$ cat src/rtl/tmr16_pkg.sv
package tmr16_pkg;
	localparam int CNT_W = 16;
	localparam int BYTE_W = 8;
	// register selects on the byte bus
	localparam logic [2:0] SEL_CTRL_FIRST = 3'h0;
	localparam logic [2:0] SEL_CTRL_SECOND = 3'h1;
	localparam logic [2:0] SEL_CNT_LO = 3'h2;
	localparam logic [2:0] SEL_CNT_HI = 3'h3;
	localparam logic [2:0] SEL_CMPA_LO = 3'h4;
	localparam logic [2:0] SEL_CMPA_HI = 3'h5;
	localparam logic [2:0] SEL_CAP_LO = 3'h6;
	localparam logic [2:0] SEL_CAP_HI = 3'h7;
	// field positions
	localparam int F1_MODE_LSB = 0;
	localparam int F2_CS_LSB = 0;
	localparam int F2_MODE_LSB = 3;
	// reset values
	localparam logic [7:0] RST_BYTE = 8'h00;
	localparam logic [15:0] RST_WORD = 16'h0000;
	// counter limits and fixed tops
	localparam logic [15:0] CNT_MAX = 16'hffff;
	localparam logic [15:0] CNT_BOTTOM = 16'h0000;
	localparam logic [15:0] TOP_8BIT = 16'h00ff;
	localparam logic [15:0] TOP_9BIT = 16'h01ff;
	localparam logic [15:0] TOP_10BIT = 16'h03ff;
	// clock select codes
	localparam logic [2:0] CS_STOP = 3'h0;
	localparam logic [2:0] CS_DIV1 = 3'h1;
	localparam logic [2:0] CS_DIV8 = 3'h2;
	localparam logic [2:0] CS_DIV64 = 3'h3;
	localparam logic [2:0] CS_DIV256 = 3'h4;
	localparam logic [2:0] CS_DIV1024 = 3'h5;
	localparam logic [2:0] CS_EXT_FALL = 3'h6;
	localparam logic [9:0] PRE_WRAP_8 = 10'h007;
	localparam logic [9:0] PRE_WRAP_64 = 10'h03f;
	localparam logic [9:0] PRE_WRAP_256 = 10'h0ff;
	localparam logic [9:0] PRE_WRAP_1024 = 10'h3ff;

	typedef enum logic [3:0] {
		SEQ_NORMAL = 4'b0001,
		SEQ_CLR_TOP = 4'b0010,
		SEQ_FAST = 4'b0100,
		SEQ_DUAL = 4'b1000
	} tmr16_seq_t;

	typedef enum logic [1:0] {
		DIR_UP = 2'b01,
		DIR_DOWN = 2'b10
	} tmr16_dir_t;

	typedef struct packed {
		logic [2:0] sel;
		logic wr;
		logic rd;
		logic [7:0] wdata;
	} tmr16_bus_t;
endpackage

$ cat src/rtl/tmr16_core.sv
`timescale 1ns/1ps
module tmr16_core import tmr16_pkg::*; #(
	parameter int WIDTH = CNT_W
) (
	input wire logic i_mclk,
	input wire logic i_nrst,
	input wire tmr16_bus_t i_bus,
	input wire logic i_ext_clk,
	input wire logic i_ovf_clr,
	output logic [7:0] o_rdata,
	output logic [WIDTH-1:0] o_count,
	output logic o_top,
	output logic o_bottom,
	output logic o_overflow_flag
);
	logic [WIDTH-1:0] count;
	logic [7:0] hi_latch;
	logic [7:0] ctrl_first;
	logic [7:0] ctrl_second;
	logic [WIDTH-1:0] cmpa;
	logic [WIDTH-1:0] cap;
	logic [9:0] pre_cnt;
	logic ext_prev;
	logic timer_tick;
	logic [3:0] mode;
	logic [2:0] cs;
	logic [WIDTH-1:0] top_val;
	tmr16_seq_t seq;
	tmr16_dir_t dir;
	logic cpu_cnt_wr;

	// mode index 0..15 to count sequence class
	function automatic tmr16_seq_t seq_of(input logic [3:0] m);
		unique case (m)
			4'h4, 4'hc: seq_of = SEQ_CLR_TOP;
			4'h5, 4'h6, 4'h7, 4'he, 4'hf: seq_of = SEQ_FAST;
			4'h1, 4'h2, 4'h3, 4'h8, 4'h9, 4'ha, 4'hb: seq_of = SEQ_DUAL;
			default: seq_of = SEQ_NORMAL; // modes 0 and reserved 13
		endcase
	endfunction

	// mode index to top value
	function automatic logic [WIDTH-1:0] top_of(input logic [3:0] m, input logic [WIDTH-1:0] a,
		input logic [WIDTH-1:0] c);
		unique case (m)
			4'h1, 4'h5: top_of = WIDTH'(TOP_8BIT);
			4'h2, 4'h6: top_of = WIDTH'(TOP_9BIT);
			4'h3, 4'h7: top_of = WIDTH'(TOP_10BIT);
			4'h4, 4'h9, 4'hb, 4'hf: top_of = a;
			4'h8, 4'ha, 4'hc, 4'he: top_of = c;
			default: top_of = WIDTH'(CNT_MAX);
		endcase
	endfunction

	// mode bits split over both controls
	assign mode = {ctrl_second[F2_MODE_LSB+1:F2_MODE_LSB], ctrl_first[F1_MODE_LSB+1:F1_MODE_LSB]};
	assign cs = ctrl_second[F2_CS_LSB+2:F2_CS_LSB];
	assign seq = seq_of(mode);
	assign top_val = top_of(mode, cmpa, cap);
	assign cpu_cnt_wr = i_bus.wr && i_bus.sel == SEL_CNT_LO;

	// prescaler is held at zero with no source, so restart is aligned
	always_ff @(posedge i_mclk or negedge i_nrst) begin
		if (!i_nrst) begin
			pre_cnt <= 10'h000;
			ext_prev <= 1'b0;
		end else begin
			pre_cnt <= (cs == CS_STOP) ? 10'h000 : pre_cnt + 10'h001;
			ext_prev <= i_ext_clk;
		end
	end

	// tick source; no tick at all when select is zero
	always_comb begin
		unique case (cs)
			CS_STOP: timer_tick = 1'b0;
			CS_DIV1: timer_tick = 1'b1;
			CS_DIV8: timer_tick = (pre_cnt[2:0] == PRE_WRAP_8[2:0]);
			CS_DIV64: timer_tick = (pre_cnt[5:0] == PRE_WRAP_64[5:0]);
			CS_DIV256: timer_tick = (pre_cnt[7:0] == PRE_WRAP_256[7:0]);
			CS_DIV1024: timer_tick = (pre_cnt == PRE_WRAP_1024);
			CS_EXT_FALL: timer_tick = ext_prev && !i_ext_clk;
			default: timer_tick = !ext_prev && i_ext_clk; // rising edge
		endcase
	end

	// control registers, plain byte writes
	always_ff @(posedge i_mclk or negedge i_nrst) begin
		if (!i_nrst) begin
			ctrl_first <= RST_BYTE;
			ctrl_second <= RST_BYTE;
		end else if (i_bus.wr && i_bus.sel == SEL_CTRL_FIRST) begin
			ctrl_first <= i_bus.wdata;
		end else if (i_bus.wr && i_bus.sel == SEL_CTRL_SECOND) begin
			ctrl_second <= i_bus.wdata;
		end
	end

	// one latch shared by all wide registers; it only changes on its own triggers
	always_ff @(posedge i_mclk or negedge i_nrst) begin
		if (!i_nrst) begin
			hi_latch <= RST_BYTE;
		end else if (i_bus.wr && (i_bus.sel == SEL_CNT_HI || i_bus.sel == SEL_CMPA_HI
			|| i_bus.sel == SEL_CAP_HI)) begin
			hi_latch <= i_bus.wdata;
		end else if (i_bus.rd && i_bus.sel == SEL_CNT_LO) begin
			hi_latch <= count[15:8];
		end else if (i_bus.rd && i_bus.sel == SEL_CAP_LO) begin
			hi_latch <= cap[15:8];
		end
	end // held otherwise

	// compare and capture words, loaded through the latch on low write
	always_ff @(posedge i_mclk or negedge i_nrst) begin
		if (!i_nrst) begin
			cmpa <= RST_WORD;
			cap <= RST_WORD;
		end else if (i_bus.wr && i_bus.sel == SEL_CMPA_LO) begin
			cmpa <= {hi_latch, i_bus.wdata};
		end else if (i_bus.wr && i_bus.sel == SEL_CAP_LO) begin
			cap <= {hi_latch, i_bus.wdata};
		end
	end

	// counter: cpu write first, then the tick action of the mode
	always_ff @(posedge i_mclk or negedge i_nrst) begin
		if (!i_nrst) begin
			count <= RST_WORD;
			dir <= DIR_UP;
		end else if (cpu_cnt_wr) begin
			count <= {hi_latch, i_bus.wdata};
		end else if (timer_tick) begin
			unique case (seq)
				SEQ_NORMAL: begin
					count <= count + WIDTH'(1);
					dir <= DIR_UP;
				end
				SEQ_CLR_TOP, SEQ_FAST: begin
					count <= (count == top_val) ? WIDTH'(CNT_BOTTOM) : count + WIDTH'(1);
					dir <= DIR_UP;
				end
				SEQ_DUAL: begin
					// turn at the ends; a top lowered below count also turns down
					if (dir == DIR_UP && count >= top_val) begin
						count <= count - WIDTH'(1);
						dir <= DIR_DOWN;
					end else if (dir == DIR_DOWN && count == CNT_BOTTOM) begin
						count <= count + WIDTH'(1);
						dir <= DIR_UP;
					end else if (dir == DIR_UP) begin
						count <= count + WIDTH'(1);
					end else begin
						count <= count - WIDTH'(1);
					end
				end
			endcase
		end
	end

	// overflow flag: set per mode, cleared by a clear pulse, set wins
	always_ff @(posedge i_mclk or negedge i_nrst) begin
		if (!i_nrst) begin
			o_overflow_flag <= 1'b0;
		end else if (timer_tick && !cpu_cnt_wr && (
			((seq == SEQ_NORMAL || seq == SEQ_CLR_TOP) && count == CNT_MAX) ||
			(seq == SEQ_FAST && count == top_val) ||
			(seq == SEQ_DUAL && count == CNT_BOTTOM && dir == DIR_DOWN))) begin
			o_overflow_flag <= 1'b1;
		end else if (i_ovf_clr) begin
			o_overflow_flag <= 1'b0;
		end
	end

	// read data registered; the upper count byte reads the latch
	always_ff @(posedge i_mclk or negedge i_nrst) begin
		if (!i_nrst) begin
			o_rdata <= RST_BYTE;
		end else if (i_bus.rd) begin
			unique case (i_bus.sel)
				SEL_CTRL_FIRST: o_rdata <= ctrl_first;
				SEL_CTRL_SECOND: o_rdata <= ctrl_second;
				SEL_CNT_LO: o_rdata <= count[7:0];
				SEL_CNT_HI: o_rdata <= hi_latch;
				SEL_CMPA_LO: o_rdata <= cmpa[7:0];
				SEL_CMPA_HI: o_rdata <= cmpa[15:8]; // compare read bypasses latch
				SEL_CAP_LO: o_rdata <= cap[7:0];
				SEL_CAP_HI: o_rdata <= hi_latch;
			endcase
		end
	end

	assign o_count = count;
	assign o_bottom = (count == CNT_BOTTOM);
	assign o_top = (count == top_val);
endmodule

$ cat config.mk
export PLATFORM = sky130hd
export DESIGN_NAME = tmr16_core
export DESIGN_NICKNAME = d
export VERILOG_FILES = /design/src/rtl/tmr16_pkg.sv /design/src/rtl/tmr16_core.sv
export SDC_FILE = /design/constraint.sdc
export NUM_CORES = 1
export LEC_CHECK = 0
export BUFFER_PORTS_ARGS = -buffer_cell sky130_fd_sc_hd__buf_2
export CAP_MARGIN = 15
export CELL_PAD_IN_SITES_DETAIL_PLACEMENT = 1
export CELL_PAD_IN_SITES_GLOBAL_PLACEMENT = 2
export CORE_MARGIN = 5
export CORE_UTILIZATION = 40
export CTS_BUF_LIST = sky130_fd_sc_hd__clkbuf_2
export DETAILED_ROUTE_END_ITERATION = 8
export PLACE_DENSITY_LB_ADDON = 0.08
export SYNTH_ARGS = -nofsm -noshare
export SYNTH_HDL_FRONTEND = slang
export SYNTH_SLANG_ARGS = --single-unit
$ cat constraint.sdc
create_clock -name i_mclk -period 5.25 [get_ports i_mclk]
set_input_delay 1.05 -clock i_mclk [delete_from_list [all_inputs] [get_ports i_mclk]]
set_output_delay 1.05 -clock i_mclk [all_outputs]
set_load 0.02 [all_outputs]
* After elaboration in Yosys (flattened, before gate mapping)
Memories as Yosys holds them, arrays and structs flattened.
Index checks and enable logic that the tools add are counted.
** Word-level totals
- Flip-flop bits (word level) :: 94
- Memory bits (read-only) :: 64
- Input bits :: 17
- Output and inout port bits :: 27
- Memories :: 1
** Memory list
- (name not given) :: depth 16, bits a word 4, read ports 1, clocked after memory_dff 0, wr ports 0, RTL line tmr16_core.sv:34 : unique case (m)
** Cells by class
- $add $sub $neg :: 3
- Magnitude comparators :: 1
- Eq/ne operators :: 40
- Mux-type cells :: 19
- Bitwise operators :: 3
- Reductions and logical operators :: 43
** Operator list (count)
- $mux W16 :: 6
- $pmux W16 S5 :: 1
- $pmux W8 S7 :: 1
- $pmux W16 S3 :: 1
- $eq A4 B4 Y1 const B :: 8
- $eq A3 B3 Y1 const B :: 8
- $mux W8 :: 3
- $eq A4 B3 Y1 const B :: 5
- $logic_and A1 B1 Y1 :: 18
- $add A16 B1 Y16 const B :: 1
- $eq A16 B16 Y1 :: 1
- $eq A16 B16 Y1 const B :: 1
- $ge A16 B16 Y1 :: 1
- $logic_not A16 Y1 :: 1
- $sub A16 B1 Y16 const B :: 1
- $eq A3 B2 Y1 const B :: 4
- $eq A4 B2 Y1 const B :: 3
- $add A10 B1 Y10 const B :: 1
- $eq A10 B10 Y1 const B :: 1
- $mux W10 :: 1
- $reduce_or A2 Y1 :: 5
- $eq A4 B1 Y1 const B :: 2
- $eq A8 B8 Y1 const B :: 1
- $reduce_or A4 Y1 :: 2
- 18 further kinds :: 32

* Logic depth before layout (Yosys ltp)
- Word-level depth :: 9
- Depth in mapped cells :: 17
- Gate-level depth less buffers :: 14

* Least setup slack after synthesis
OpenSTA, ideal clock, no wires.
- Path type :: flip-flop to flip-flop
- From :: reg ctrl_second[4]
- To :: reg count[12], in the netlist o_count[12]
- Arrival time :: 3.572 ns
- Data required time :: 5.127 ns
- Slack :: 1.556 ns
- Stages on the path, launching flop included :: 17
- Period minus slack after synthesis :: 3.694 ns
- Path through :: dfrtp_1 clkbuf_1 nor2b_1 clkbuf_1 clkbuf_1 a22o_1 nor2_1 ha_1 nand4_1 o41ai_1 nor2b_1 clkbuf_1 nor2b_1 o21ai_2 a311oi_1 a211oi_1 o221a_2
** Between the ends
- Longest elaborated chain between the ends :: 9
- Elaborated cells on any way between the ends :: 34
- Classes of those cells :: order compare (1); eq/ne (19); mux (6); reduce/logical (7); memory (1)
** RTL lines
- start: declaration :: RTL line tmr16_core.sv:19 : logic [7:0] ctrl_second;
- start signal: assignment :: RTL line tmr16_core.sv:95 : ctrl_second <= i_bus.wdata;
- $eq A4 B4 Y1, or another cell as far along :: RTL line tmr16_core.sv:45 : unique case (m)
- $reduce_or A4 Y1 / $reduce_or A2 Y1 (equally long branches) :: RTL line tmr16_core.sv:45
- $pmux W16 S5 :: RTL line tmr16_core.sv:45
- $ge A16 B16 Y1 :: RTL line tmr16_core.sv:144 : if (dir == DIR_UP && count >= top_val) begin
- $logic_and A1 B1 Y1 :: RTL line tmr16_core.sv:144
- $mux W16 :: RTL line tmr16_core.sv:144
- $pmux W16 S3 * :: RTL line tmr16_core.sv:133 : unique case (seq)
- $mux W16 * :: RTL line tmr16_core.sv:132 : end else if (timer_tick) begin
- $mux W16 * :: RTL line tmr16_core.sv:130 : end else if (cpu_cnt_wr) begin
- end signal: assignment :: RTL line tmr16_core.sv:131 : count <= {hi_latch, i_bus.wdata};
- end signal: assignment :: RTL line tmr16_core.sv:135 : count <= count + WIDTH'(1);
- end signal: assignment :: RTL line tmr16_core.sv:145 : count <= count - WIDTH'(1);
- end: declaration :: RTL line tmr16_core.sv:16 : logic [WIDTH-1:0] count;
Mark *: on every way between the ends. The rest lies on a longest branch, timed or not. The select of a mux whose other input is x is not followed.
A chain may end at the register's enable or synchronous reset.

* Worst setup path in the final report
- From :: reg ctrl_first[0]
- To :: out o_top
** Between the ends
- Longest elaborated chain between the ends :: 4
- Elaborated cells on any way between the ends :: 21
- Classes of those cells :: eq/ne (15); mux (1); reduce/logical (5)
** RTL lines
- start: declaration :: RTL line tmr16_core.sv:18 : logic [7:0] ctrl_first;
- start signal: assignment :: RTL line tmr16_core.sv:93 : ctrl_first <= i_bus.wdata;
- $eq A4 B4 Y1, or another cell as far along :: RTL line tmr16_core.sv:45
- $reduce_or A4 Y1 / $reduce_or A2 Y1 (equally long branches) :: RTL line tmr16_core.sv:45
- $pmux W16 S5 * :: RTL line tmr16_core.sv:45
- $eq A16 B16 Y1 * :: RTL line tmr16_core.sv:194 : assign o_top = (count == top_val);
- end: declaration :: RTL line tmr16_core.sv:12 : output logic o_top,
Mark *: on every way between the ends. The rest lies on a longest branch, timed or not.

==> impl_metrics.py <==
metrics = {
    "timing": {
        "max_freq_ghz": 0.222,
        "finalClockSkew_ps": 21.2,
        "relSlewSlack": 0.257,
        "tns_ps": 0,
        "worst_slack_ps": 743,
        "finalHoldViolations": 0,
        "period_minus_slack_ps": 4510,
        "grt_setup_unrepaired": "no",
        "tightest_slew_ps": 1110,
        "fin_crit_sh": 0.858,
        "slew_violations": 0,
        "setup_viol": 0,
    },
    "logic_synthesis": {
        "synth_cell_types": 71,
        "syn-num-nets": 723,
        "yosys_warnings": 0,
        "ys_ff_latch": 94,
        "synthCells": 685,
        "synth_ff_type": "dfrtp_1",
        "syn_area_per_cell_sq_um": 9.09,
        "yosysSeqAreaShare": 0.378,
        "synth_edf_count": 0,
        "synth_area_sq_um": 6230,
        "async_flop_share": 1.00,
    },
    "final_layout": {
        "num_antenna_cells": 0,
        "fill_cells": 1809,
        "drive_gt1_frac": 0.193,
        "final_cell_mix": "dfrtp_1, o21ai_0, nor2_1",
        "fin_util": 0.432,
        "syn_to_final_growth_pct": 5.77,
        "fin_nets": 740,
        "final_common_cell": "dfrtp_1",
    },
    "power_and_ir_drop": {
        "p_leak_uw": 0.00280,
        "p_comb_frac": 0.459,
        "p_seq_frac": 0.428,
        "p_sw_frac": 0.485,
        "switchingPower_uw": 1460,
        "powerDensity_nw_per_um2": 457,
        "peakVddDrop_mv": 0.158,
        "internal-power_uw": 1550,
        "power_uw": 3010,
        "clockPowerShare": 0.112,
    },
    "routing": {
        "routed_wl_microns": 21700,
        "ant_nets": 0,
        "met2WireLength_microns": 10700,
        "drt_iter0_markers": 404,
        "wirelength_met1_microns": 9940,
        "num_vias": 5540,
        "wire_per_inst_microns": 23.7,
        "via_per_inst": 6.04,
        "first_pass_iters": 5,
        "route.detailed.drc": 0,
        "route.met3.wl_microns": 733,
        "routed.top_layer": "met4",
    },
    "clocking": {
        "cts_root_buf": "clkbuf_2",
        "hold_buffers": 0,
        "clkLatencyLatePin_ps": 620,
        "htree_levels": 3,
        "postCtsSetupBuffers": 0,
        "cts_sinks": 94,
        "cts_tree": "done",
        "cts_inserted_buffers": 9,
        "post_cts_resized": 0,
        "path_clk_slew_ps": 280,
        "clock_path_buffers": 2,
    },
    "setup_path": {
        "r2r_cells": 13,
        "startpoint_type": "register",
        "r2r-end": "o_count[8]",
        "crit_fanout": 16,
        "crit_arrival_ps": 3460,
        "startpoint": "ctrl_first[0]",
        "ff2ff_setup_slack_ps": 760,
        "cp.required_ps": 4200,
        "reg2reg_from": "ctrl_first[0]",
        "worst-setup-path-type": "reg2out",
        "crit_path_end_kind": "primary output",
    },
    "global_route": {
        "track_usage": 0.243,
        "grt_pass1_vias": 5661,
        "grt_max_degree": 59,
        "grt_pass1_wl_microns": 33900,
        "antenna_found_initial": 0,
        "overflow": 0,
    },
    "floorplanning": {
        "die-area_sq_um": 18200,
        "pin_count": 44,
        "rows": 45,
        "core_area_sq_um": 15300,
        "fp.dieW_microns": 135,
        "initial_core_util": 0.408,
        "die_height_microns": 135,
    },
    "job": {
        "max_cap_violations": 0,
    },
    "place": {
        "gp_congestion": 0.867,
        "io_buffer_count": 43,
        "preCtsSetupSlack_ps": 840,
        "dp_hpwl_microns": 15800,
    },
    "hold_path": {
        "hp-class": "in2async",
    },
    "run_status": {
        "status": "completed",
    },
}
## critical path: stages, from the launching register on
cell     delay [ps]
dfrtp_1         560
and2_1          230
mux2_2          400
nor2_1          370
a21o_1          130
a21oi_1          40
ha_1            300
nand4_1         170
nor3_1          390
buf_2           240
## worst max path at each step
stage             endpoint  slack, ps  cells after the start
2_1_floorplan  o_count[12]       1560                     16
3_3_place_gp    o_count[8]       1090                     13
3_5_place_dp    o_count[9]        840                     13
4_1_cts              o_top        750                      9
5_1_grt         o_count[9]        420                     13
6_report             o_top        740                      9
## per-stage QoR
| step | cells | instance area [sq um] | hold WS [ps] |
|---|---|---|---|
| floorplan | 685 | 6230 | 455 |
| global placement | 902 | 6500 | 478 |
| detailed placement | 902 | 6500 | 487 |
| CTS | 917 | 6590 | 466 |
| global route | 917 | 6590 | 483 |
| finish | 917 | 6590 | 453 |
## metal layers
layer  vias up  GRT usage
li1       2552          -
met1      2845      0.335
met2       120      0.404
met3        23     0.0332
met4         0     0.0633
met5         -          0
## logic make-up after synthesis
kind of cell,synth area share
flops,0.378
simple gates,0.193
buf+inv,0.0601
xor+xnor,0.0155
compound gates,0.196
fa+ha+maj,0.0422
mux,0.116
## cell type report
cell class / count / area (sq um) / area share
clock buffer: 10 / 50.0 / 0.00760
clock inverter: 5 / 35.0 / 0.00532
inverter: 22 / 82.6 / 0.0125
multi-input combinational: 523 / 3510 / 0.534
sequential: 94 / 2350 / 0.357
tap: 211 / 264 / 0.0401
timing repair buffer: 52 / 285 / 0.0433
## cell usage after synthesis, types with 6 or more instances
library cell | n | share of area
nand2_1 | 58 | 0.035
xnor2_1 | 6 | 0.0084
nor4_1 | 7 | 0.0070
buf_6 | 7 | 0.013
and3_1 | 10 | 0.010
a221oi_1 | 9 | 0.013
nor2b_1 | 9 | 0.0090
ha_1 | 21 | 0.042
nor3_1 | 23 | 0.018
nand3_1 | 28 | 0.023
o211ai_1 | 11 | 0.013
nand4_1 | 7 | 0.0070
a22o_1 | 6 | 0.0084
clkbuf_1 | 27 | 0.016
dfrtp_1 | 93 | 0.37
nor2_1 | 59 | 0.036
mux2i_1 | 17 | 0.027
or3_1 | 8 | 0.0080
inv_1 | 21 | 0.013
a21oi_1 | 41 | 0.033
mux2_2 | 47 | 0.085
o21ai_0 | 61 | 0.049
clkbuf_8 | 6 | 0.013
## state kept, by name (all words and copies together), names as in the netlist
name,flops
ext_prev,1
o_overflow_flag,1
ctrl_first,8
pre_cnt,10
dir,2
ctrl_second,8
hi_latch,8
cap,16
o_rdata,8
o_count,16
cmpa,16
## power groups by stage
stage / combinational (uW) / clock, uW / sequential (uW)
floorplan: 1030 / 0 / 1170
CTS: 1390 / 348 / 1290
detailed placement: 1380 / 0 / 1310
finish: 1380 / 338 / 1290
global route: 1530 / 375 / 1330
global placement: 1320 / 0 / 1290
No activity file was read; power rests on OpenSTA's default activity.
